==> src/hdl/supply_pkg.sv <==
`default_nettype none
package supply_pkg;
  // Timebase
  localparam int CLK_NS = 8;
  localparam int CLK_MHZ = 125;
  localparam int BLANK_US = 110;
  localparam int BLANK_CYC_DEF = (BLANK_US * 1000 + CLK_NS - 1) / CLK_NS;
  localparam int SW_KHZ_DEF = 300;
  localparam int SW_DIV_DEF = (CLK_MHZ * 1000) / SW_KHZ_DEF;
  localparam int BOOT_SW_CYC = 15;
  // Short-circuit timer for a 0.1 uF soft-start capacitor
  localparam int SC_START_US = 46000;
  localparam int SC_RUN_US = 130000;
  localparam int SC_START_CYC_DEF = SC_START_US * CLK_MHZ;
  localparam int SC_RUN_CYC_DEF = SC_RUN_US * CLK_MHZ;
  // Voltage code decode, millivolts
  localparam int MV_W = 11;
  localparam logic [10:0] VID_TOP_MV = 11'h06ac;
  localparam logic [10:0] VID_STEP_MV = 11'h0010;
  // Register map, byte addresses
  localparam logic [7:0] REG_STATUS = 8'h00;
  localparam logic [7:0] REG_IRQ = 8'h04;
  localparam logic [7:0] REG_MASK = 8'h08;
  localparam logic [7:0] REG_DEEP_OFS = 8'h0c;
  localparam logic [7:0] REG_BOOT_MV = 8'h10;
  localparam logic [7:0] REG_DEEPER_MV = 8'h14;
  localparam logic [7:0] REG_TARGET = 8'h18;
  // Reset values
  localparam logic [7:0] DEEP_OFS_RST = 8'h0d;
  localparam logic [10:0] BOOT_MV_RST = 11'h04b0;
  localparam logic [10:0] DEEPER_MV_RST = 11'h02ee;
  localparam logic [3:0] MASK_RST = 4'h0;
  // Interrupt bits
  localparam int IRQ_W = 4;
  localparam int IRQ_PG_FALL = 0;
  localparam int IRQ_LATCH = 1;
  localparam int IRQ_BOOT = 2;
  localparam int IRQ_RESTART = 3;
  // Status bits
  localparam int ST_PG = 0;
  localparam int ST_LATCH = 1;
  localparam int ST_BOOT = 2;
  localparam int ST_BLANK = 3;
  localparam int ST_MODE = 4;
  localparam int ST_PIN = 6;
  localparam int ST_LIMIT = 7;
  localparam int ST_ARMED = 8;
  typedef enum logic [1:0] {
    MODE_BOOT = 2'b00,
    MODE_VID = 2'b01,
    MODE_DEEP = 2'b10,
    MODE_DEEPER = 2'b11
  } mode_t;
endpackage : supply_pkg
`default_nettype wire

==> src/hdl/pin_sync.sv <==
`default_nettype none
module pin_sync #(
  parameter int W = 1
) (
  input wire logic sys_clk,
  input wire logic rst_n,
  input wire logic [W-1:0] d_in,
  output logic [W-1:0] q_out
);
  logic [W-1:0] s1_ff;
  logic [W-1:0] s2_ff;
  logic [W-1:0] s3_ff;
  logic [W-1:0] q_ff;
  logic [W-1:0] nxt_q;
  // A bit changes only once the second and third stages agree
  for (genvar i = 0; i < W; i++) begin : g_bit
    always_comb begin
      nxt_q[i] = (s2_ff[i] == s3_ff[i]) ? s3_ff[i] : q_ff[i];
    end
  end
  always_ff @(posedge sys_clk or negedge rst_n) begin
    if (!rst_n) begin
      s1_ff <= '0;
      s2_ff <= '0;
      s3_ff <= '0;
      q_ff <= '0;
    end else begin
      s1_ff <= d_in;
      s2_ff <= s1_ff;
      s3_ff <= s2_ff;
      q_ff <= nxt_q;
    end
  end
  assign q_out = q_ff;
endmodule : pin_sync
`default_nettype wire

==> src/hdl/axil_port.sv <==
`default_nettype none
module axil_port #(
  parameter int AW = 8
) (
  input wire logic sys_clk,
  input wire logic rst_n,
  input wire logic [AW-1:0] s_axi_awaddr,
  input wire logic s_axi_awvalid,
  output logic s_axi_awready,
  input wire logic [31:0] s_axi_wdata,
  input wire logic [3:0] s_axi_wstrb,
  input wire logic s_axi_wvalid,
  output logic s_axi_wready,
  output logic [1:0] s_axi_bresp,
  output logic s_axi_bvalid,
  input wire logic s_axi_bready,
  input wire logic [AW-1:0] s_axi_araddr,
  input wire logic s_axi_arvalid,
  output logic s_axi_arready,
  output logic [31:0] s_axi_rdata,
  output logic [1:0] s_axi_rresp,
  output logic s_axi_rvalid,
  input wire logic s_axi_rready,
  output logic wr_en,
  output logic [AW-1:0] wr_addr,
  output logic [31:0] wr_data,
  output logic [3:0] wr_strb,
  input wire logic wr_ok,
  output logic rd_en,
  output logic [AW-1:0] rd_addr,
  input wire logic [31:0] rd_data,
  input wire logic rd_ok
);
  logic awready_ff, nxt_awready, wready_ff, nxt_wready;
  logic have_aw_ff, nxt_have_aw, have_w_ff, nxt_have_w;
  logic bvalid_ff, nxt_bvalid, arready_ff, nxt_arready, rvalid_ff, nxt_rvalid;
  logic [1:0] bresp_ff, nxt_bresp, rresp_ff, nxt_rresp;
  logic [AW-1:0] awaddr_ff, nxt_awaddr;
  logic [31:0] wdata_ff, nxt_wdata, rdata_ff, nxt_rdata;
  logic [3:0] wstrb_ff, nxt_wstrb;

  always_comb begin
    nxt_awready = awready_ff;
    nxt_wready = wready_ff;
    nxt_have_aw = have_aw_ff;
    nxt_have_w = have_w_ff;
    nxt_awaddr = awaddr_ff;
    nxt_wdata = wdata_ff;
    nxt_wstrb = wstrb_ff;
    nxt_bvalid = bvalid_ff;
    nxt_bresp = bresp_ff;
    wr_en = have_aw_ff && have_w_ff && !bvalid_ff;
    if (s_axi_awvalid && awready_ff) begin
      nxt_awready = 1'b0;
      nxt_have_aw = 1'b1;
      nxt_awaddr = s_axi_awaddr;
    end
    if (s_axi_wvalid && wready_ff) begin
      nxt_wready = 1'b0;
      nxt_have_w = 1'b1;
      nxt_wdata = s_axi_wdata;
      nxt_wstrb = s_axi_wstrb;
    end
    if (wr_en) begin
      nxt_have_aw = 1'b0;
      nxt_have_w = 1'b0;
      nxt_bvalid = 1'b1;
      nxt_bresp = wr_ok ? 2'h0 : 2'h2;
    end
    if (bvalid_ff && s_axi_bready) begin
      nxt_bvalid = 1'b0;
      nxt_awready = 1'b1;
      nxt_wready = 1'b1;
    end
    nxt_arready = arready_ff;
    nxt_rvalid = rvalid_ff;
    nxt_rdata = rdata_ff;
    nxt_rresp = rresp_ff;
    rd_en = s_axi_arvalid && arready_ff;
    if (rd_en) begin
      nxt_arready = 1'b0;
      nxt_rvalid = 1'b1;
      nxt_rdata = rd_ok ? rd_data : 32'h0000_0000;
      nxt_rresp = rd_ok ? 2'h0 : 2'h2;
    end else if (rvalid_ff && s_axi_rready) begin
      nxt_rvalid = 1'b0;
      nxt_arready = 1'b1;
    end
  end

  always_ff @(posedge sys_clk or negedge rst_n) begin
    if (!rst_n) begin
      awready_ff <= 1'b1;
      wready_ff <= 1'b1;
      have_aw_ff <= 1'b0;
      have_w_ff <= 1'b0;
      awaddr_ff <= '0;
      wdata_ff <= 32'h0000_0000;
      wstrb_ff <= 4'h0;
      bvalid_ff <= 1'b0;
      bresp_ff <= 2'h0;
      arready_ff <= 1'b1;
      rvalid_ff <= 1'b0;
      rdata_ff <= 32'h0000_0000;
      rresp_ff <= 2'h0;
    end else begin
      awready_ff <= nxt_awready;
      wready_ff <= nxt_wready;
      have_aw_ff <= nxt_have_aw;
      have_w_ff <= nxt_have_w;
      awaddr_ff <= nxt_awaddr;
      wdata_ff <= nxt_wdata;
      wstrb_ff <= nxt_wstrb;
      bvalid_ff <= nxt_bvalid;
      bresp_ff <= nxt_bresp;
      arready_ff <= nxt_arready;
      rvalid_ff <= nxt_rvalid;
      rdata_ff <= nxt_rdata;
      rresp_ff <= nxt_rresp;
    end
  end

  assign s_axi_awready = awready_ff;
  assign s_axi_wready = wready_ff;
  assign s_axi_bvalid = bvalid_ff;
  assign s_axi_bresp = bresp_ff;
  assign s_axi_arready = arready_ff;
  assign s_axi_rvalid = rvalid_ff;
  assign s_axi_rdata = rdata_ff;
  assign s_axi_rresp = rresp_ff;
  assign wr_addr = awaddr_ff;
  assign wr_data = wdata_ff;
  assign wr_strb = wstrb_ff;
  assign rd_addr = s_axi_araddr;
endmodule : axil_port
`default_nettype wire

==> src/hdl/supply_target_power_good_out_mask.sv <==
`default_nettype none
module supply_target_power_good_out_mask import supply_pkg::*; #(
  parameter int BLANK_CYC = BLANK_CYC_DEF,
  parameter int SW_DIV = SW_DIV_DEF,
  parameter int SC_START_CYC = SC_START_CYC_DEF,
  parameter int SC_RUN_CYC = SC_RUN_CYC_DEF
) (
  input wire logic sys_clk,
  input wire logic rst_n,
  input wire logic [7:0] s_axi_awaddr,
  input wire logic s_axi_awvalid,
  output logic s_axi_awready,
  input wire logic [31:0] s_axi_wdata,
  input wire logic [3:0] s_axi_wstrb,
  input wire logic s_axi_wvalid,
  output logic s_axi_wready,
  output logic [1:0] s_axi_bresp,
  output logic s_axi_bvalid,
  input wire logic s_axi_bready,
  input wire logic [7:0] s_axi_araddr,
  input wire logic s_axi_arvalid,
  output logic s_axi_arready,
  output logic [31:0] s_axi_rdata,
  output logic [1:0] s_axi_rresp,
  output logic s_axi_rvalid,
  input wire logic s_axi_rready,
  input wire logic [5:0] voltage_code,
  input wire logic stop_clock_request_n,
  input wire logic deeper_sleep_select,
  input wire logic chipset_power_good,
  input wire logic run_ss_on,
  input wire logic run_ss_armed,
  input wire logic vout_in_window,
  input wire logic vout_below_70,
  input wire logic latch_defeat,
  input wire logic power_good_out_i,
  output logic power_good_out_o,
  output logic power_good_out_oe_n,
  output logic boot_done,
  output logic regulator_enable,
  output logic current_limit_active,
  output logic [1:0] target_mode,
  output logic [MV_W-1:0] target_mv,
  output logic irq
);
  localparam int BW = $clog2(BLANK_CYC + 1);
  localparam int SCW = $clog2(SC_RUN_CYC + 1);
  localparam int DW = $clog2(SW_DIV + 1);
  localparam logic [BW-1:0] BLANK_MAX = BW'(BLANK_CYC);
  localparam logic [DW-1:0] DIV_MAX = DW'(SW_DIV - 1);
  localparam logic [3:0] BOOT_MAX = 4'(BOOT_SW_CYC);

  //////////////////////////////////////////////////////////////////////////////
  // Pin inputs
  logic [14:0] pins;
  logic [5:0] code_s;
  logic stp_n_s, dpr_s, chip_pg_s, run_s, armed_s, in_win_s, low70_s;
  logic defeat_s, pin_s;

  pin_sync #(.W(15)) u_sync (
    .sys_clk(sys_clk),
    .rst_n(rst_n),
    .d_in({power_good_out_i, latch_defeat, vout_below_70, vout_in_window,
           run_ss_armed, run_ss_on, chipset_power_good, deeper_sleep_select,
           stop_clock_request_n, voltage_code}),
    .q_out(pins)
  );
  assign code_s = pins[5:0];
  assign stp_n_s = pins[6];
  assign dpr_s = pins[7];
  assign chip_pg_s = pins[8];
  assign run_s = pins[9];
  assign armed_s = pins[10];
  assign in_win_s = pins[11];
  assign low70_s = pins[12];
  assign defeat_s = pins[13];
  assign pin_s = pins[14];

  //////////////////////////////////////////////////////////////////////////////
  // Register bus
  logic wr_en, wr_ok, rd_en, rd_ok;
  logic [7:0] wr_addr, rd_addr;
  logic [31:0] wr_data, rd_data;
  logic [3:0] wr_strb;

  axil_port #(.AW(8)) u_axil (
    .sys_clk(sys_clk),
    .rst_n(rst_n),
    .s_axi_awaddr(s_axi_awaddr),
    .s_axi_awvalid(s_axi_awvalid),
    .s_axi_awready(s_axi_awready),
    .s_axi_wdata(s_axi_wdata),
    .s_axi_wstrb(s_axi_wstrb),
    .s_axi_wvalid(s_axi_wvalid),
    .s_axi_wready(s_axi_wready),
    .s_axi_bresp(s_axi_bresp),
    .s_axi_bvalid(s_axi_bvalid),
    .s_axi_bready(s_axi_bready),
    .s_axi_araddr(s_axi_araddr),
    .s_axi_arvalid(s_axi_arvalid),
    .s_axi_arready(s_axi_arready),
    .s_axi_rdata(s_axi_rdata),
    .s_axi_rresp(s_axi_rresp),
    .s_axi_rvalid(s_axi_rvalid),
    .s_axi_rready(s_axi_rready),
    .wr_en(wr_en),
    .wr_addr(wr_addr),
    .wr_data(wr_data),
    .wr_strb(wr_strb),
    .wr_ok(wr_ok),
    .rd_en(rd_en),
    .rd_addr(rd_addr),
    .rd_data(rd_data),
    .rd_ok(rd_ok)
  );

  //////////////////////////////////////////////////////////////////////////////
  // Target selection
  logic [5:0] code_ff;
  mode_t mode_ff, nxt_mode;
  logic [MV_W-1:0] target_ff, nxt_target, vid_mv, boot_mv_ff, deeper_mv_ff;
  logic [18:0] ofs_prod;
  logic [7:0] deep_ofs_ff;
  logic boot_done_ff, ev_change;

  always_comb begin
    vid_mv = VID_TOP_MV - ({5'h00, code_s} * VID_STEP_MV);
    ofs_prod = {8'h00, vid_mv} * {11'h000, deep_ofs_ff};
    if (!boot_done_ff) begin
      nxt_mode = MODE_BOOT;
    end else if (dpr_s) begin
      nxt_mode = MODE_DEEPER;
    end else if (!stp_n_s) begin
      nxt_mode = MODE_DEEP;
    end else begin
      nxt_mode = MODE_VID;
    end
    unique case (nxt_mode)
      MODE_BOOT: nxt_target = boot_mv_ff;
      MODE_VID: nxt_target = vid_mv;
      MODE_DEEP: nxt_target = vid_mv - ofs_prod[18:8];
      MODE_DEEPER: nxt_target = deeper_mv_ff;
    endcase
    ev_change = (code_s != code_ff) || (nxt_mode != mode_ff);
  end

  always_ff @(posedge sys_clk or negedge rst_n) begin
    if (!rst_n) begin
      code_ff <= 6'h00;
      mode_ff <= MODE_BOOT;
      target_ff <= BOOT_MV_RST;
    end else begin
      code_ff <= code_s;
      mode_ff <= nxt_mode;
      target_ff <= nxt_target;
    end
  end

  //////////////////////////////////////////////////////////////////////////////
  // Power-good masking
  logic [BW-1:0] blank_ff, nxt_blank, fault_ff, nxt_fault;
  logic armed_seen_ff, nxt_armed_seen, oe_n_ff, nxt_oe_n, latched_ff;

  always_comb begin
    nxt_armed_seen = run_s && (armed_seen_ff || armed_s);
    if (ev_change) begin
      nxt_blank = BLANK_MAX;
    end else if (blank_ff != '0) begin
      nxt_blank = blank_ff - 1'b1;
    end else begin
      nxt_blank = blank_ff;
    end
    if (in_win_s) begin
      nxt_fault = '0;
    end else if (fault_ff != BLANK_MAX) begin
      nxt_fault = fault_ff + 1'b1;
    end else begin
      nxt_fault = fault_ff;
    end
    if (!run_s) begin
      nxt_oe_n = 1'b0;
    end else if (!armed_seen_ff) begin
      nxt_oe_n = 1'b0;
    end else if (latched_ff) begin
      nxt_oe_n = 1'b0;
    end else if (blank_ff != '0) begin
      nxt_oe_n = 1'b1;
    end else begin
      nxt_oe_n = (fault_ff != BLANK_MAX);
    end
  end

  always_ff @(posedge sys_clk or negedge rst_n) begin
    if (!rst_n) begin
      blank_ff <= '0;
      fault_ff <= '0;
      armed_seen_ff <= 1'b0;
      oe_n_ff <= 1'b0;
    end else begin
      blank_ff <= nxt_blank;
      fault_ff <= nxt_fault;
      armed_seen_ff <= nxt_armed_seen;
      oe_n_ff <= nxt_oe_n;
    end
  end

  //////////////////////////////////////////////////////////////////////////////
  // Boot delay on the switching timebase
  logic [DW-1:0] div_ff, nxt_div;
  logic [3:0] boot_cnt_ff, nxt_boot_cnt;
  logic nxt_boot_done, sw_tick;

  always_comb begin
    sw_tick = (div_ff == DIV_MAX);
    nxt_div = sw_tick ? '0 : div_ff + 1'b1;
    nxt_boot_cnt = boot_cnt_ff;
    nxt_boot_done = boot_done_ff;
    if (!run_s) begin
      nxt_boot_cnt = 4'h0;
      nxt_boot_done = 1'b0;
    end else if (!(oe_n_ff && chip_pg_s) && !boot_done_ff) begin
      nxt_boot_cnt = 4'h0;
    end else if (sw_tick && !boot_done_ff) begin
      nxt_boot_cnt = boot_cnt_ff + 1'b1;
      nxt_boot_done = (boot_cnt_ff == BOOT_MAX - 4'h1);
    end
  end

  always_ff @(posedge sys_clk or negedge rst_n) begin
    if (!rst_n) begin
      div_ff <= '0;
      boot_cnt_ff <= 4'h0;
      boot_done_ff <= 1'b0;
    end else begin
      div_ff <= nxt_div;
      boot_cnt_ff <= nxt_boot_cnt;
      boot_done_ff <= nxt_boot_done;
    end
  end

  //////////////////////////////////////////////////////////////////////////////
  // Short-circuit latchoff
  logic [SCW-1:0] sc_ff, nxt_sc, sc_lim;
  logic nxt_latched, en_ff, nxt_en, limit_ff, nxt_limit;

  always_comb begin
    sc_lim = boot_done_ff ? SCW'(SC_RUN_CYC) : SCW'(SC_START_CYC);
    nxt_sc = '0;
    nxt_latched = latched_ff;
    if (!run_s) begin
      nxt_latched = 1'b0;
    end else if (armed_seen_ff && low70_s && !defeat_s && !latched_ff) begin
      nxt_sc = sc_ff + 1'b1;
      nxt_latched = (nxt_sc >= sc_lim);
    end
    nxt_en = run_s && !nxt_latched;
    nxt_limit = run_s && low70_s;
  end

  always_ff @(posedge sys_clk or negedge rst_n) begin
    if (!rst_n) begin
      sc_ff <= '0;
      latched_ff <= 1'b0;
      en_ff <= 1'b0;
      limit_ff <= 1'b0;
    end else begin
      sc_ff <= nxt_sc;
      latched_ff <= nxt_latched;
      en_ff <= nxt_en;
      limit_ff <= nxt_limit;
    end
  end

  //////////////////////////////////////////////////////////////////////////////
  // Registers and interrupt
  logic [IRQ_W-1:0] irq_st_ff, nxt_irq_st, mask_ff, nxt_mask, ev;
  logic [7:0] nxt_deep_ofs;
  logic [MV_W-1:0] nxt_boot_mv, nxt_deeper_mv;
  logic irq_ff, nxt_irq;
  logic [31:0] status;

  always_comb begin
    ev = '0;
    ev[IRQ_PG_FALL] = oe_n_ff && !nxt_oe_n;
    ev[IRQ_LATCH] = !latched_ff && nxt_latched;
    ev[IRQ_BOOT] = !boot_done_ff && nxt_boot_done;
    ev[IRQ_RESTART] = ev_change && (blank_ff != '0);
    status = 32'h0000_0000;
    status[ST_PG] = oe_n_ff;
    status[ST_LATCH] = latched_ff;
    status[ST_BOOT] = boot_done_ff;
    status[ST_BLANK] = (blank_ff != '0);
    status[ST_MODE +: 2] = mode_ff;
    status[ST_PIN] = pin_s;
    status[ST_LIMIT] = limit_ff;
    status[ST_ARMED] = armed_seen_ff;
    rd_ok = 1'b1;
    unique case (rd_addr)
      REG_STATUS: rd_data = status;
      REG_IRQ: rd_data = {28'h000_0000, irq_st_ff};
      REG_MASK: rd_data = {28'h000_0000, mask_ff};
      REG_DEEP_OFS: rd_data = {24'h00_0000, deep_ofs_ff};
      REG_BOOT_MV: rd_data = {21'h00_0000, boot_mv_ff};
      REG_DEEPER_MV: rd_data = {21'h00_0000, deeper_mv_ff};
      REG_TARGET: rd_data = {21'h00_0000, target_ff};
      default: begin
        rd_data = 32'h0000_0000;
        rd_ok = 1'b0;
      end
    endcase
    wr_ok = (wr_addr == REG_MASK) || (wr_addr == REG_DEEP_OFS) ||
            (wr_addr == REG_BOOT_MV) || (wr_addr == REG_DEEPER_MV) ||
            (wr_addr == REG_STATUS) || (wr_addr == REG_IRQ) || (wr_addr == REG_TARGET);
    nxt_mask = mask_ff;
    nxt_deep_ofs = deep_ofs_ff;
    nxt_boot_mv = boot_mv_ff;
    nxt_deeper_mv = deeper_mv_ff;
    if (wr_en && wr_strb[0]) begin
      if (wr_addr == REG_MASK) nxt_mask = wr_data[IRQ_W-1:0];
      if (wr_addr == REG_DEEP_OFS) nxt_deep_ofs = wr_data[7:0];
      if (wr_addr == REG_BOOT_MV) nxt_boot_mv[7:0] = wr_data[7:0];
      if (wr_addr == REG_DEEPER_MV) nxt_deeper_mv[7:0] = wr_data[7:0];
    end
    if (wr_en && wr_strb[1]) begin
      if (wr_addr == REG_BOOT_MV) nxt_boot_mv[10:8] = wr_data[10:8];
      if (wr_addr == REG_DEEPER_MV) nxt_deeper_mv[10:8] = wr_data[10:8];
    end
    // Read clears, a same-cycle event still lands
    nxt_irq_st = ((rd_en && rd_addr == REG_IRQ) ? '0 : irq_st_ff) | ev;
    nxt_irq = |(nxt_irq_st & nxt_mask);
  end

  always_ff @(posedge sys_clk or negedge rst_n) begin
    if (!rst_n) begin
      irq_st_ff <= '0;
      mask_ff <= MASK_RST;
      deep_ofs_ff <= DEEP_OFS_RST;
      boot_mv_ff <= BOOT_MV_RST;
      deeper_mv_ff <= DEEPER_MV_RST;
      irq_ff <= 1'b0;
    end else begin
      irq_st_ff <= nxt_irq_st;
      mask_ff <= nxt_mask;
      deep_ofs_ff <= nxt_deep_ofs;
      boot_mv_ff <= nxt_boot_mv;
      deeper_mv_ff <= nxt_deeper_mv;
      irq_ff <= nxt_irq;
    end
  end

  //////////////////////////////////////////////////////////////////////////////
  // Outputs
  assign power_good_out_o = 1'b0;
  assign power_good_out_oe_n = oe_n_ff;
  assign boot_done = boot_done_ff;
  assign regulator_enable = en_ff;
  assign current_limit_active = limit_ff;
  assign target_mode = mode_ff;
  assign target_mv = target_ff;
  assign irq = irq_ff;
endmodule : supply_target_power_good_out_mask
`default_nettype wire

==> config.mk <==
export PLATFORM = sky130hd
export DESIGN_NAME = supply_target_power_good_out_mask
export DESIGN_NICKNAME = d
export VERILOG_FILES = /design/src/hdl/supply_pkg.sv /design/src/hdl/pin_sync.sv /design/src/hdl/axil_port.sv /design/src/hdl/supply_target_power_good_out_mask.sv
export SDC_FILE = /design/constraint.sdc
export NUM_CORES = 1
export LEC_CHECK = 0
export ABC_AREA = 1
export BUFFER_PORTS_ARGS = -buffer_cell sky130_fd_sc_hd__buf_2
export CAP_MARGIN = 20
export CORE_MARGIN = 2
export CORE_UTILIZATION = 64
export CTS_CLUSTER_SIZE = 8
export DETAILED_ROUTE_END_ITERATION = 12
export GPL_ROUTABILITY_DRIVEN = 0
export PLACE_DENSITY = 0.86
export SYNTH_ARGS = -nofsm -noshare
export SYNTH_HDL_FRONTEND = slang
export SYNTH_SLANG_ARGS = --single-unit
export TNS_END_PERCENT = 1
==> constraint.sdc <==
create_clock -name sys_clk -period 12.1 [get_ports sys_clk]
set_input_delay 0 -clock sys_clk [delete_from_list [all_inputs] [get_ports sys_clk]]
set_output_delay 0 -clock sys_clk [all_outputs]
set_load 0.01 [all_outputs]
; After elaboration in Yosys (flattened, before gate mapping)
; Index checks and enable logic that the tools add are counted.
[word_totals]
in_bits = 74
out_inout_bits = 60
elab_cells = 203
ff_bits = 253
[classes]
multipliers = 1
add_sub_neg = 7
n_reduce_logical = 57
eq_ne = 36
n_bitwise = 2
n_lt_le_gt_ge = 1
n_mux = 46
[ops]
columns = cell, count
row1 = one-hot mux 11 bit (7 select lines), 1
row2 = two-way mux 24 bit, 3
row3 = two-way mux 14 bit, 4
row4 = equality test 8 x 5 -> 1 bit (second input constant), 6
row5 = one-hot mux 11 bit (4 select lines), 1
row6 = equality test 8 x 4 -> 1 bit (second input constant), 4
row7 = adder 24 x 1 -> 24 bit (second input constant), 1
row8 = >= comparator 24 bit, 1
row9 = two-way mux 1 bit, 24
row10 = two-way mux 4 bit, 6
row11 = logical AND 1 bit, 23
row12 = multiplier 11 x 8 -> 19 bit, 1
row13 = equality test 8 x 3 -> 1 bit (second input constant), 2
row14 = logical NOT 8 bit, 2
row15 = nonzero test 2 bit, 8
row16 = equality test 1 bit, 15
row17 = adder 14 x 1 -> 14 bit (second input constant), 1
row18 = != test 14 bit (second input constant), 1
row19 = nonzero test 14 bit, 1
row20 = subtractor 14 x 1 -> 14 bit (second input constant), 1
row21 = two-way mux 11 bit, 1
row22 = subtractor 11 x 10 -> 11 bit (first input constant), 1
row23 = subtractor 11 bit, 1
row24 = two-way mux 2 bit, 5
row25 = 18 further kinds, 36

; Longest topological paths before layout
; Gate-level depths: netlist of run 1.
[depth]
ltp_word = 10
depth_mapped = 37

; Hierarchy
; Synthesis of run 1 repeated with hierarchy kept, for this count alone.
[unflattened]
hier_cells = 1774
area_unflattened_um2 = 14697.8
[by_module_without_submodules]
columns = module, cells_per_inst, seq_area_each_um2, instances, area_per_inst_um2
row1 = supply_target_power_good_out_mask, 1271, 3250.6, 1, 9482.8
row2 = axil_port, 383, 2130.8, 1, 3469.6
row3 = pin_sync, 120, 1501.4, 1, 1745.4

; Worst setup path before layout of run 1
; OpenSTA, ideal clock, no wires.
[synth_path]
path_kind = register to register
start = register u_sync.q_ff[0], in the netlist u_sync.q_out[0]
end = register target_ff[9], in the netlist target_mv[9]
path_slack_ps = 6425
arrival_time_ps = 5554
period_less_slack_ps = 5675
setup_ps = 121
path_stages_with_launch = 36
path_cell_list = dfrtp_1 > ha_1 > nor2_1 > inv_1 > nand3_1 > nand2_1 > inv_1 > nand2_1 > fa_1 > inv_1 > fa_1 > fa_1 > inv_1 > fa_1 > inv_1 > ha_1 > inv_1 > o21bai_1 > nor2_1 > nand2_1 > nand2_1 > nand2_1 > a21oi_1 > o21ai_1 > nand2_1 > nand2_1 > nand2_1 > nand2_1 > ha_1 > inv_1 > nor3_1 > nand3_1 > nand3_1 > nand2_1 > nand3_1 > a21oi_1
[synth_between]
elab_chain_len = 4
[synth_rtl]
columns = element, line_no
row1 = start: declaration, pin_sync.sv:13  ; logic [W-1:0] q_ff;
row2 = start signal: assignment, pin_sync.sv:31  ; q_ff <= nxt_q;
row3 = subtractor 11 x 10 -> 11 bit (*), supply_target_power_good_out_mask.sv:127  ; vid_mv = VID_TOP_MV - ({5'h00, code_s} * VID_STEP_MV);
row4 = multiplier 11 x 8 -> 19 bit, supply_target_power_good_out_mask.sv:128  ; ofs_prod = {8'h00, vid_mv} * {11'h000, deep_ofs_ff};
row5 = subtractor 11 bit, supply_target_power_good_out_mask.sv:141  ; MODE_DEEP: nxt_target = vid_mv - ofs_prod[18:8];
row6 = one-hot mux 11 bit (4 select lines) (*), supply_target_power_good_out_mask.sv:138  ; unique case (nxt_mode)
row7 = via nxt_target[9], supply_target_power_good_out_mask.sv:121  ; logic [MV_W-1:0] target_ff, nxt_target, vid_mv, boot_mv_ff, deeper_mv_ff;
row8 = end signal: assignment, supply_target_power_good_out_mask.sv:155  ; target_ff <= nxt_target;
row9 = end: declaration, supply_target_power_good_out_mask.sv:121
; Mark *: on every way through the listed nets, which the timed path passes. The rest lies on a longest branch.
; A chain may end at the register's enable or synchronous reset.

; Worst setup path after layout of run 1
; Ends and elaborated chain as after synthesis.

==> flow_summary.ini, run 1 <==
[timing]
rsz0062_at_grt = no
report.final.slew_viol_count = 0
setup-tns-final_ns = 0
setup_viol_count_final = 0
worst-slew-pin-transition_ns = 0.7776
achievable-frequency_mhz = 146.9
clock_skew_ns = 0.02093
final_period_utilization_pct = 56.27
hold-worst-slack_ns = 0.04892
finalHoldViolCount = 0
maxSlewHeadroom_pct = 47.73
min_period_ns = 6.808

[clocking]
postCtsSetupRepairBufs = 0
clock_slew_at_reported_path_ffs_ns = 0.05
cts_num_sinks = 230
clkLatencyLatePin_ns = 0.52
number_of_buffers_created_by_cts = 34
cts-root-buf = clkbuf_16
cts_tree = built
ctsHtreeMaxLevel = 2
max-clock-path-buffers = 3

[placed_design]
io_buffer_count = 86
detailedPlacementHpwl_mm = 21.94
placed_cells = 1846

[synth]
ys_warn_count = 0
synthFlopType = dfrtp_1
synth-async-reset-ratio_pct = 100.0
mappedNetlistArea_um2 = 12880
syn_avg_cell_area_um2 = 8.522
netlist_top_cells_area = dfrtp_1 41%, nand2_1 9.6%, inv_1 7.5%
synthDominantAreaCellType = dfrtp_1
synth.yosys.seq_area_share_pct = 44.87
netlist_instances = 1512
synth_enable_flop_cells = 0
synth.lib_cells_used.distinct = 54
ys_seq_elements = 230
synth_largest_type_area_fraction_pct = 40.59

[routing]
routedWlPerCell_um = 16.71
wl_met3_mm = 2.331
met1Wirelength_mm = 12.88
drtPass1Iterations = 7
detail_route.iter0.violations = 781
postRouteWirelength_mm = 32.53
dr_total_vias = 10980
drc = 0
drt.antenna.violating_nets = 0
viasPerCell = 5.640
met2RoutedLength_mm = 15.85
dr.max_layer_used = met4

[cells_and_area]
final_cell_count_no_fill = 1947
design.final.nets = 1837
areaGrowthSynthToFinish_pct = 16.23
layout-drive-gt1-share_pct = 11.66

[global_routing]
grt_overflow = 0
grt.total_usage_pct = 31.15
antenna_found_initial = 1
first_global_vias = 11140
grt_max_degree = 86
grt_first_pass_wirelength_mm = 53.72

[setup_path]
start_kind = flip-flop
worst_r2r_startpoint = u_sync.q_out[0]
r2r_end = target_mv[9]
worstPathMaxFanout = 15
timing.reg2reg.worst_path_depth = 33
crit_slowest_cell = dfrtp_1
worst-endpoint-required_ns = 12.54
worst-endpoint-arrival_ns = 7.25
critical_path.endpoint_type = flip-flop
timing.setup.critical_path_class = reg2reg
cp_common_cell = nand2_1
crit_path_max_incr_delay_ns = 0.74
regToRegSetupSlack_ns = 5.29

[pwr]
power-per-cell-area_nw_per_um2 = 150.0
seq_power_share_pct = 41.7
peak_supply_drop_mv = 0.1184
share_comb_of_total_power_pct = 20.4
fin_total_pwr_w = 0.002247
switch_share_pct = 31.08
share_clk_of_total_power_pct = 38.0
power.static_leakage_nw = 7.346
power.internal_w = 0.001549
switching_power_w = 0.0006984

[outcome]
status = completed

[worst_hold_path]
worstHoldPathType = in2async

[die]
ioPinCount = 134
floorplan.die.height_um = 145.9
core_rows = 51
core_um2 = 19590
floorplan.die_area_um2 = 21280
floorplan.initialDensity_pct = 65.77
chipWidth_um = 145.9

[job]
maxCapViolCount = 0
-- timing repair --
item	CTS	global route
hold buffers	48	0
gates resized for setup	0	0
endpoints found under the hold margin	128	0
-- cells in the final DEF, fill, tap and decap left out, types with 48 or more instances in the layout --
cell,instances
inv_1,257
dlygate4sd3_1,48
dfrtp_1,209
nand3_1,68
o21ai_0,102
a21oi_1,51
buf_2,85
nor2_1,133
ha_1,56
nand2_1,328
-- how the worst max path moves through the flow --
stage | startpoint | to | slack [ns] | depth (start not counted)
finish | u_sync.q_out[0] | target_mv[9] | 5.29 | 33
global route | u_sync.q_out[0] | target_mv[9] | 4.66 | 33
CTS | u_sync.q_out[0] | target_mv[9] | 5.36 | 33
detailed placement | u_sync.q_out[0] | target_mv[9] | 5.39 | 33
global placement | u_sync.q_out[0] | target_mv[9] | 5.50 | 33
floorplan | u_sync.q_out[0] | target_mv[9] | 6.43 | 35
-- worst max-delay path, delay by kind of cell, from the launching register on --
family / cells / cell delay (ns)
DFF: 1 / 0.74
and+or+nand+nor: 15 / 1.64
buffers and inverters: 6 / 0.63
AOI/OAI and AO/OA: 5 / 0.77
adders and majority gates: 7 / 2.95
-- per-layer routing --
metal  vias to the layer above  global-route usage, %
met4                         0                  15.74
met5                         -                      0
li1                       5072                      -
met1                      5252                  39.48
met2                       528                  51.56
met3                       129                  5.831
-- sequential cells by signal, summed over array words and instances, names as in the netlist, 6 cells and up --
signal / flops
u_sync.s2_ff: 15
boot_mv_ff: 11
u_axil.wr_addr: 8
deep_ofs_ff: 8
code_ff: 6
u_sync.s3_ff: 15
deeper_mv_ff: 11
u_sync.q_out: 15
u_axil.wr_data: 11
div_ff: 9
fault_ff: 14
u_sync.s1_ff: 15
target_mv: 11
sc_ff: 24
u_axil.s_axi_rdata: 11
blank_ff: 14
-- Yosys cell counts (3+ instances only) --
cell type	count
nand3_1	68
ha_1	56
o22ai_1	4
a21oi_1	51
o21ai_1	8
clkbuf_1	14
xor2_1	14
or2_1	3
dfrtp_1	209
o2111ai_1	3
maj3_1	15
nor2_2	11
a211oi_1	5
o211ai_1	8
inv_2	4
nand2_2	11
nor2_4	9
buf_4	26
a221oi_1	3
buf_2	3
fa_1	41
nor3_1	22
inv_1	257
o21bai_1	7
o21ai_0	102
nor4_1	8
xnor2_1	13
nand4_1	25
dfstp_2	21
nor2_1	133
nand2_1	328
nand3_2	3
-- power by group through the flow --
stage,combinational (W),clock [W],sequential [W]
after floorplan,0.000294,0,0.000928
after global placement,0.000403,0,0.000939
after detailed placement,0.000423,0,0.000942
after CTS,0.000447,0.000861,0.000933
after global routing,0.000518,0.000896,0.000944
final,0.000457,0.000853,0.000937
-- logic make-up after synthesis --
group / synth area share [%]
simple gates: 21.69
buf+inv: 9.672
flops: 44.87
compound gates: 8.798
fa+ha+maj: 12.97
xor+xnor: 1.962
other cells: 0.02910
-- per-stage QoR --
step	worst slack [ns]	utilization [%]	instance area [µm²]
global route	4.665	76.45	14980
finish	5.292	76.45	14980
detailed placement	5.393	68.93	13500
CTS	5.358	76.29	14950
global placement	5.496	68.93	13500
floorplan	6.425	-	12970
-- final cells by class --
cell class	count	area, µm²
Tap cell	265	331.6
Antenna cell	1	2.502
Multi-Input combinational cell	1000	5943
Sequential cell	230	5782
Fill cell	1371	4614
Timing Repair Buffer	138	970.9
Inverter	262	983.4
Clock buffer	48	903.4
Clock inverter	3	58.81
(Power assumes the default switching activity.)
==> run 2: changes to the inputs <==
- CORE_UTILIZATION: 64 -> 54
- PLACE_DENSITY: 0.86 -> 0.77
- clock period: 12.1 -> 6 ns (I/O delays scaled with it)
==> run 2 against run 1 <==
Against the previous run: register-to-register slack lost 4.9 ns; critical endpoint unchanged; clock power is 98% higher; largest power group unchanged; die area up 18%; non-clock buffer count up 14; via count is 4.0% lower; final cell count grew 3.3%.
==> flow_summary.ini, run 2 (synthesized netlist as in run 1, its figures left out) <==
[outcome]
status = completed

[routing]
drc = 0
postRouteWirelength_mm = 31.01
routedWlPerCell_um = 15.41
drt.antenna.violating_nets = 0
viasPerCell = 5.241
dr_total_vias = 10540
drtPass1Iterations = 7
detail_route.iter0.violations = 1002

[die]
floorplan.die.height_um = 158.5
ioPinCount = 134
core_rows = 56
core_um2 = 23470
floorplan.die_area_um2 = 25110
floorplan.initialDensity_pct = 54.89
chipWidth_um = 158.5

[timing]
setup_viol_count_final = 0
worst-slew-pin-transition_ns = 0.9881
setup-tns-final_ns = 0
report.final.slew_viol_count = 0
maxSlewHeadroom_pct = 34.13
min_period_ns = 5.658
clock_skew_ns = 0.02033
rsz0062_at_grt = yes
achievable-frequency_mhz = 176.8
final_period_utilization_pct = 94.30
finalHoldViolCount = 0

[clocking]
clock_slew_at_reported_path_ffs_ns = 0.05
cts_tree = built
cts-root-buf = clkbuf_16
cts_num_sinks = 230
number_of_buffers_created_by_cts = 34
ctsHtreeMaxLevel = 2
clkLatencyLatePin_ns = 0.51
max-clock-path-buffers = 3

[setup_path]
worstPathMaxFanout = 5
worst-endpoint-required_ns = 6.42
critical_path.endpoint_type = flip-flop
crit_path_max_incr_delay_ns = 0.54
start_kind = flip-flop
timing.reg2reg.worst_path_depth = 34
cp_common_cell = nand2_1
worst-endpoint-arrival_ns = 6.08
timing.setup.critical_path_class = reg2reg
crit_slowest_cell = fa_1

[cells_and_area]
final_cell_count_no_fill = 2012
design_area_um2 = 15200
max_reg_flops = 24
antennaDiodeCount = 0
max_flop_register = sc_ff
layout.cells.most_common = nand2_1
areaGrowthSynthToFinish_pct = 17.94
layout_common_cells = 323 x nand2_1, 254 x inv_1, 207 x dfrtp_1
layout-drive-gt1-share_pct = 13.76
design.final.nets = 1851

[global_routing]
first_global_vias = 10560
grt_first_pass_wirelength_mm = 51.36
grt_max_degree = 81
grt_overflow = 0
grt.total_usage_pct = 25.94
antenna_found_initial = 0

[job]
maxCapViolCount = 0

[placed_design]
placed_cell_area_um2 = 13680
detailedPlacementHpwl_mm = 22.34
io_buffer_count = 86
placed_cells = 1915

[pwr]
power-per-cell-area_nw_per_um2 = 298.1
fin_total_pwr_w = 0.004530
peak_supply_drop_mv = 0.2389
power.static_leakage_nw = 7.391

[worst_hold_path]
worstHoldPathType = in2async
==> run 2: cell types whose count changed in the layout (fill, tap and decap cells not counted), moves of 3 or more <==
cell | previous run | this run
a21oi_2 | 1 | 5
ha_1 | 56 | 51
ha_4 | 0 | 4
inv_1 | 257 | 254
buf_4 | 3 | 19
inv_2 | 4 | 7
nand2_1 | 328 | 323
nand2_2 | 11 | 16
a21oi_1 | 51 | 47
==> run 2: worst max-delay path, delay by kind of cell, from the launching register on <==
kind            cells  cell delay [ns]
fa+ha+maj           7             2.77
compound gates      4             0.48
buf+inv             7             0.46
flops               1             0.44
simple gates       16             1.42
==> run 2: stage by stage <==
stage / util, % / setup WS, ns / hold slack (ns)
after floorplan: - / 0.3253 / -0.2956
after global placement: 58.29 / 0.1449 / 0.009423
after detailed placement: 58.29 / -0.04427 / 0.01426
after CTS: 64.31 / 0.01649 / 0.02502
after global routing: 64.74 / -0.04000 / 0.1029
final: 64.74 / 0.3423 / 0.04782
==> run 2: worst paths after layout <==
check / slack, ns / from / end
setup / recovery: 0.34 / u_sync.q_out[1] / target_mv[9]
hold / removal: 0.05 / rst_n / sc_ff[11]
setup reg to reg: 0.34 / u_sync.q_out[1] / target_mv[9]
hold reg to reg: 0.35 / u_sync.s1_ff[14] / u_sync.s2_ff[14]
max in group asynchronous: 4.50 / rst_n / u_sync.q_out[1]
min in group sys_clk: 0.05 / s_axi_araddr[2] / u_axil.s_axi_rresp[1]
==> run 2: layer usage <==
layer	part of all wire (%)	GRT usage, %	vias up
met5	0	0	-
met4	2.9	8.795	0
met1	44	35.16	5040
li1	-	-	5082
met3	5.8	3.811	69
met2	47	43.08	353
==> run 2: cell type report <==
cell class              instances  area (µm²)
clock buffers                  47       899.6
clock inverters                 2       36.28
fillers                      1886        8277
inverters                     262       983.4
multi-input cells            1000        6040
flip-flops and latches        230        5784
well taps                     319       399.1
repair buffers                152        1054
==> run 2: repair_timing <==
action / CTS / global route
hold buffers: 47 / 0
endpoints found under the hold margin: 122 / 0
buffers inserted: 0 / 1
pin swaps: 0 / 4
resized for setup: 1 / 23
endpoints found under the setup margin: 1 / 5
==> run 2: where the power goes <==
| group | switching [W] | internal (W) | leakage [nW] |
|---|---|---|---|
| clock network | 0.000652 | 0.00104 | 0.451 |
| logic | 0.000607 | 0.000352 | 4.09 |
| registers | 0.000129 | 0.00175 | 2.85 |
| total | 0.00139 | 0.00314 | 7.39 |
==> run 3: changes to the inputs <==
- CORE_UTILIZATION: 54 -> 61
- PLACE_DENSITY: 0.77 -> 0.82
- SYNTH_HIERARCHICAL: default -> 1
- clock period: 6 -> 6.3 ns (I/O delays scaled with it)
==> run 3 against run 2 <==
Against the previous run: sequential power up 5%; largest cell class unchanged; critical path type unchanged; clock power rose by 5%; largest power group unchanged; via count rose by 13%.
==> flow_summary.ini, run 3 <==
[outcome]
status = completed

[synth]
ys_warn_count = 6
mappedNetlistArea_um2 = 13830
netlist_instances = 1682
syn_avg_cell_area_um2 = 8.225

[routing]
postRouteWirelength_mm = 34.53
viasPerCell = 5.506
dr_total_vias = 11960
drtPass1Iterations = 6
routedWlPerCell_um = 15.90
detail_route.iter0.violations = 1124
drt.antenna.violating_nets = 0
drc = 0

[cells_and_area]
design.final.nets = 2040
areaGrowthSynthToFinish_pct = 17.79
layout-drive-gt1-share_pct = 12.61
max_reg_flops = 32
final_cell_count_no_fill = 2172
layout_common_cells = 424 x nand2_1, 262 x inv_1, 228 x dfrtp_1
antennaDiodeCount = 0
layout.cells.most_common = nand2_1

[timing]
report.final.slew_viol_count = 0
finalHoldViolCount = 0
worst-slew-pin-transition_ns = 0.8928
maxSlewHeadroom_pct = 40.26
min_period_ns = 6.063
final_period_utilization_pct = 96.23
clock_skew_ns = 0.01762
achievable-frequency_mhz = 164.9
setup_viol_count_final = 0
setup-tns-final_ns = 0

[clocking]
cts-root-buf = clkbuf_16
number_of_buffers_created_by_cts = 37
cts_tree = built
clock_slew_at_reported_path_ffs_ns = 0.06
max-clock-path-buffers = 3
cts_num_sinks = 251
clkLatencyLatePin_ns = 0.51
ctsHtreeMaxLevel = 2

[setup_path]
worst-endpoint-required_ns = 6.73
crit_slowest_cell = fa_1
crit_path_max_incr_delay_ns = 0.54
worst-endpoint-arrival_ns = 6.49
start_kind = flip-flop
critical_path.endpoint_type = flip-flop
cp_common_cell = nand2_1
worstPathMaxFanout = 6
timing.setup.critical_path_class = reg2reg

[die]
core_um2 = 22430
core_rows = 55
floorplan.initialDensity_pct = 61.67
floorplan.die.height_um = 154.6
floorplan.die_area_um2 = 23900
ioPinCount = 134
chipWidth_um = 154.6

[placed_design]
detailedPlacementHpwl_mm = 23.13
placed_cells = 2059
io_buffer_count = 107

[global_routing]
antenna_found_initial = 0
grt_first_pass_wirelength_mm = 56.79
grt_overflow = 0
grt_max_degree = 94
first_global_vias = 11900
grt.total_usage_pct = 29.42

[pwr]
power.static_leakage_nw = 8.131
share_clk_of_total_power_pct = 38.1
peak_supply_drop_mv = 0.2588
switching_power_w = 0.001420
switch_share_pct = 30.42
seq_power_share_pct = 42.3
share_comb_of_total_power_pct = 19.6
power-per-cell-area_nw_per_um2 = 286.5
power.internal_w = 0.003248

[worst_hold_path]
worstHoldPathType = in2reg

[job]
maxCapViolCount = 0
==> run 3: changes by cell type in the layout (fill, tap and decap cells not counted), moves of 8 or more <==
cell     delta
inv_1       +8
nand2_1   +101
maj3_1     -15
buf_2      +21
dfrtp_1    +21
nand3_1    +37
nor2_1     +26
a21oi_1     +8
==> run 3: metrics by stage <==
| stage | power [W] | cell area (µm²) | util, % | hold slack (ns) | worst slack [ns] |
|---|---|---|---|---|---|
| 5_1_grt | 0.004899 | 16300 | 72.64 | 0.1312 | -0.006741 |
| 3_3_place_gp | 0.002760 | 14610 | 65.14 | 0.05558 | 0.1298 |
| 4_1_cts | 0.004627 | 16180 | 72.11 | 0.06039 | 0.01071 |
| 3_5_place_dp | 0.002795 | 14610 | 65.14 | 0.05879 | -0.04127 |
| 2_1_floorplan | 0.002533 | 13920 | - | -0.2956 | 0.3782 |
| 6_report | 0.004668 | 16300 | 72.64 | 0.06882 | 0.2373 |
==> run 3: layer usage <==
layer	share of wire [%]	wire length, µm	global-route usage, %	vias up
met2	48	16580	49.47	489
met1	40	13980	38.10	5708
met3	7.9	2743	6.164	101
met4	3.5	1220	10.49	0
met5	0	0	0	-
li1	-	-	-	5660
==> run 3: power groups by stage <==
stage	registers (W)	logic (W)	clock network, W
detailed placement	0.00199	0.000807	0
CTS	0.00197	0.000868	0.00179
global route	0.00199	0.00104	0.00187
floorplan	0.00194	0.000592	0
global placement	0.00198	0.000779	0
finish	0.00198	0.000914	0.00178
==> run 3: worst paths after layout <==
check	startpoint	to	slack, ns	cells after the start
setup / recovery	u_sync/q_out[0]	target_mv[9]	0.24	30
hold / removal	s_axi_araddr[4]	u_axil/s_axi_rdata[1]	0.07	6
setup reg to reg	u_sync/q_out[0]	target_mv[9]	0.24	30
hold reg to reg	u_sync/s1_ff[14]	u_sync/s2_ff[14]	0.34	0
max in group asynchronous	rst_n	div_ff[5]	4.81	3
min in group asynchronous	rst_n	u_sync/s1_ff[0]	0.08	2
==> run 3: timing repair <==
item                                    in CTS  in global routing
pin swaps                                    0                  6
hold buffers                                52                  0
endpoints found under the setup margin       2                  5
setup buffers                                0                  3
resized for setup                            2                 17
hold endpoints to repair                   132                  0
==> run 3: final cells by class <==
class	count	area, µm²
Sequential cell	251	6310
Fill cell	1582	6138
Tap cell	285	356.6
Clock buffer	55	1015
Inverter	267	1002
Timing Repair Buffer	177	1221
Clock inverter	2	21.27
Multi-Input combinational cell	1135	6370
==> run 3: critical path: cells and delay by family, from the launching register on <==
kind | cells | cell delay (ns)
flops | 1 | 0.45
compound gates | 5 | 0.86
fa+ha+maj | 7 | 2.84
simple gates | 13 | 1.38
buf+inv | 4 | 0.24
xor+xnor | 1 | 0.21
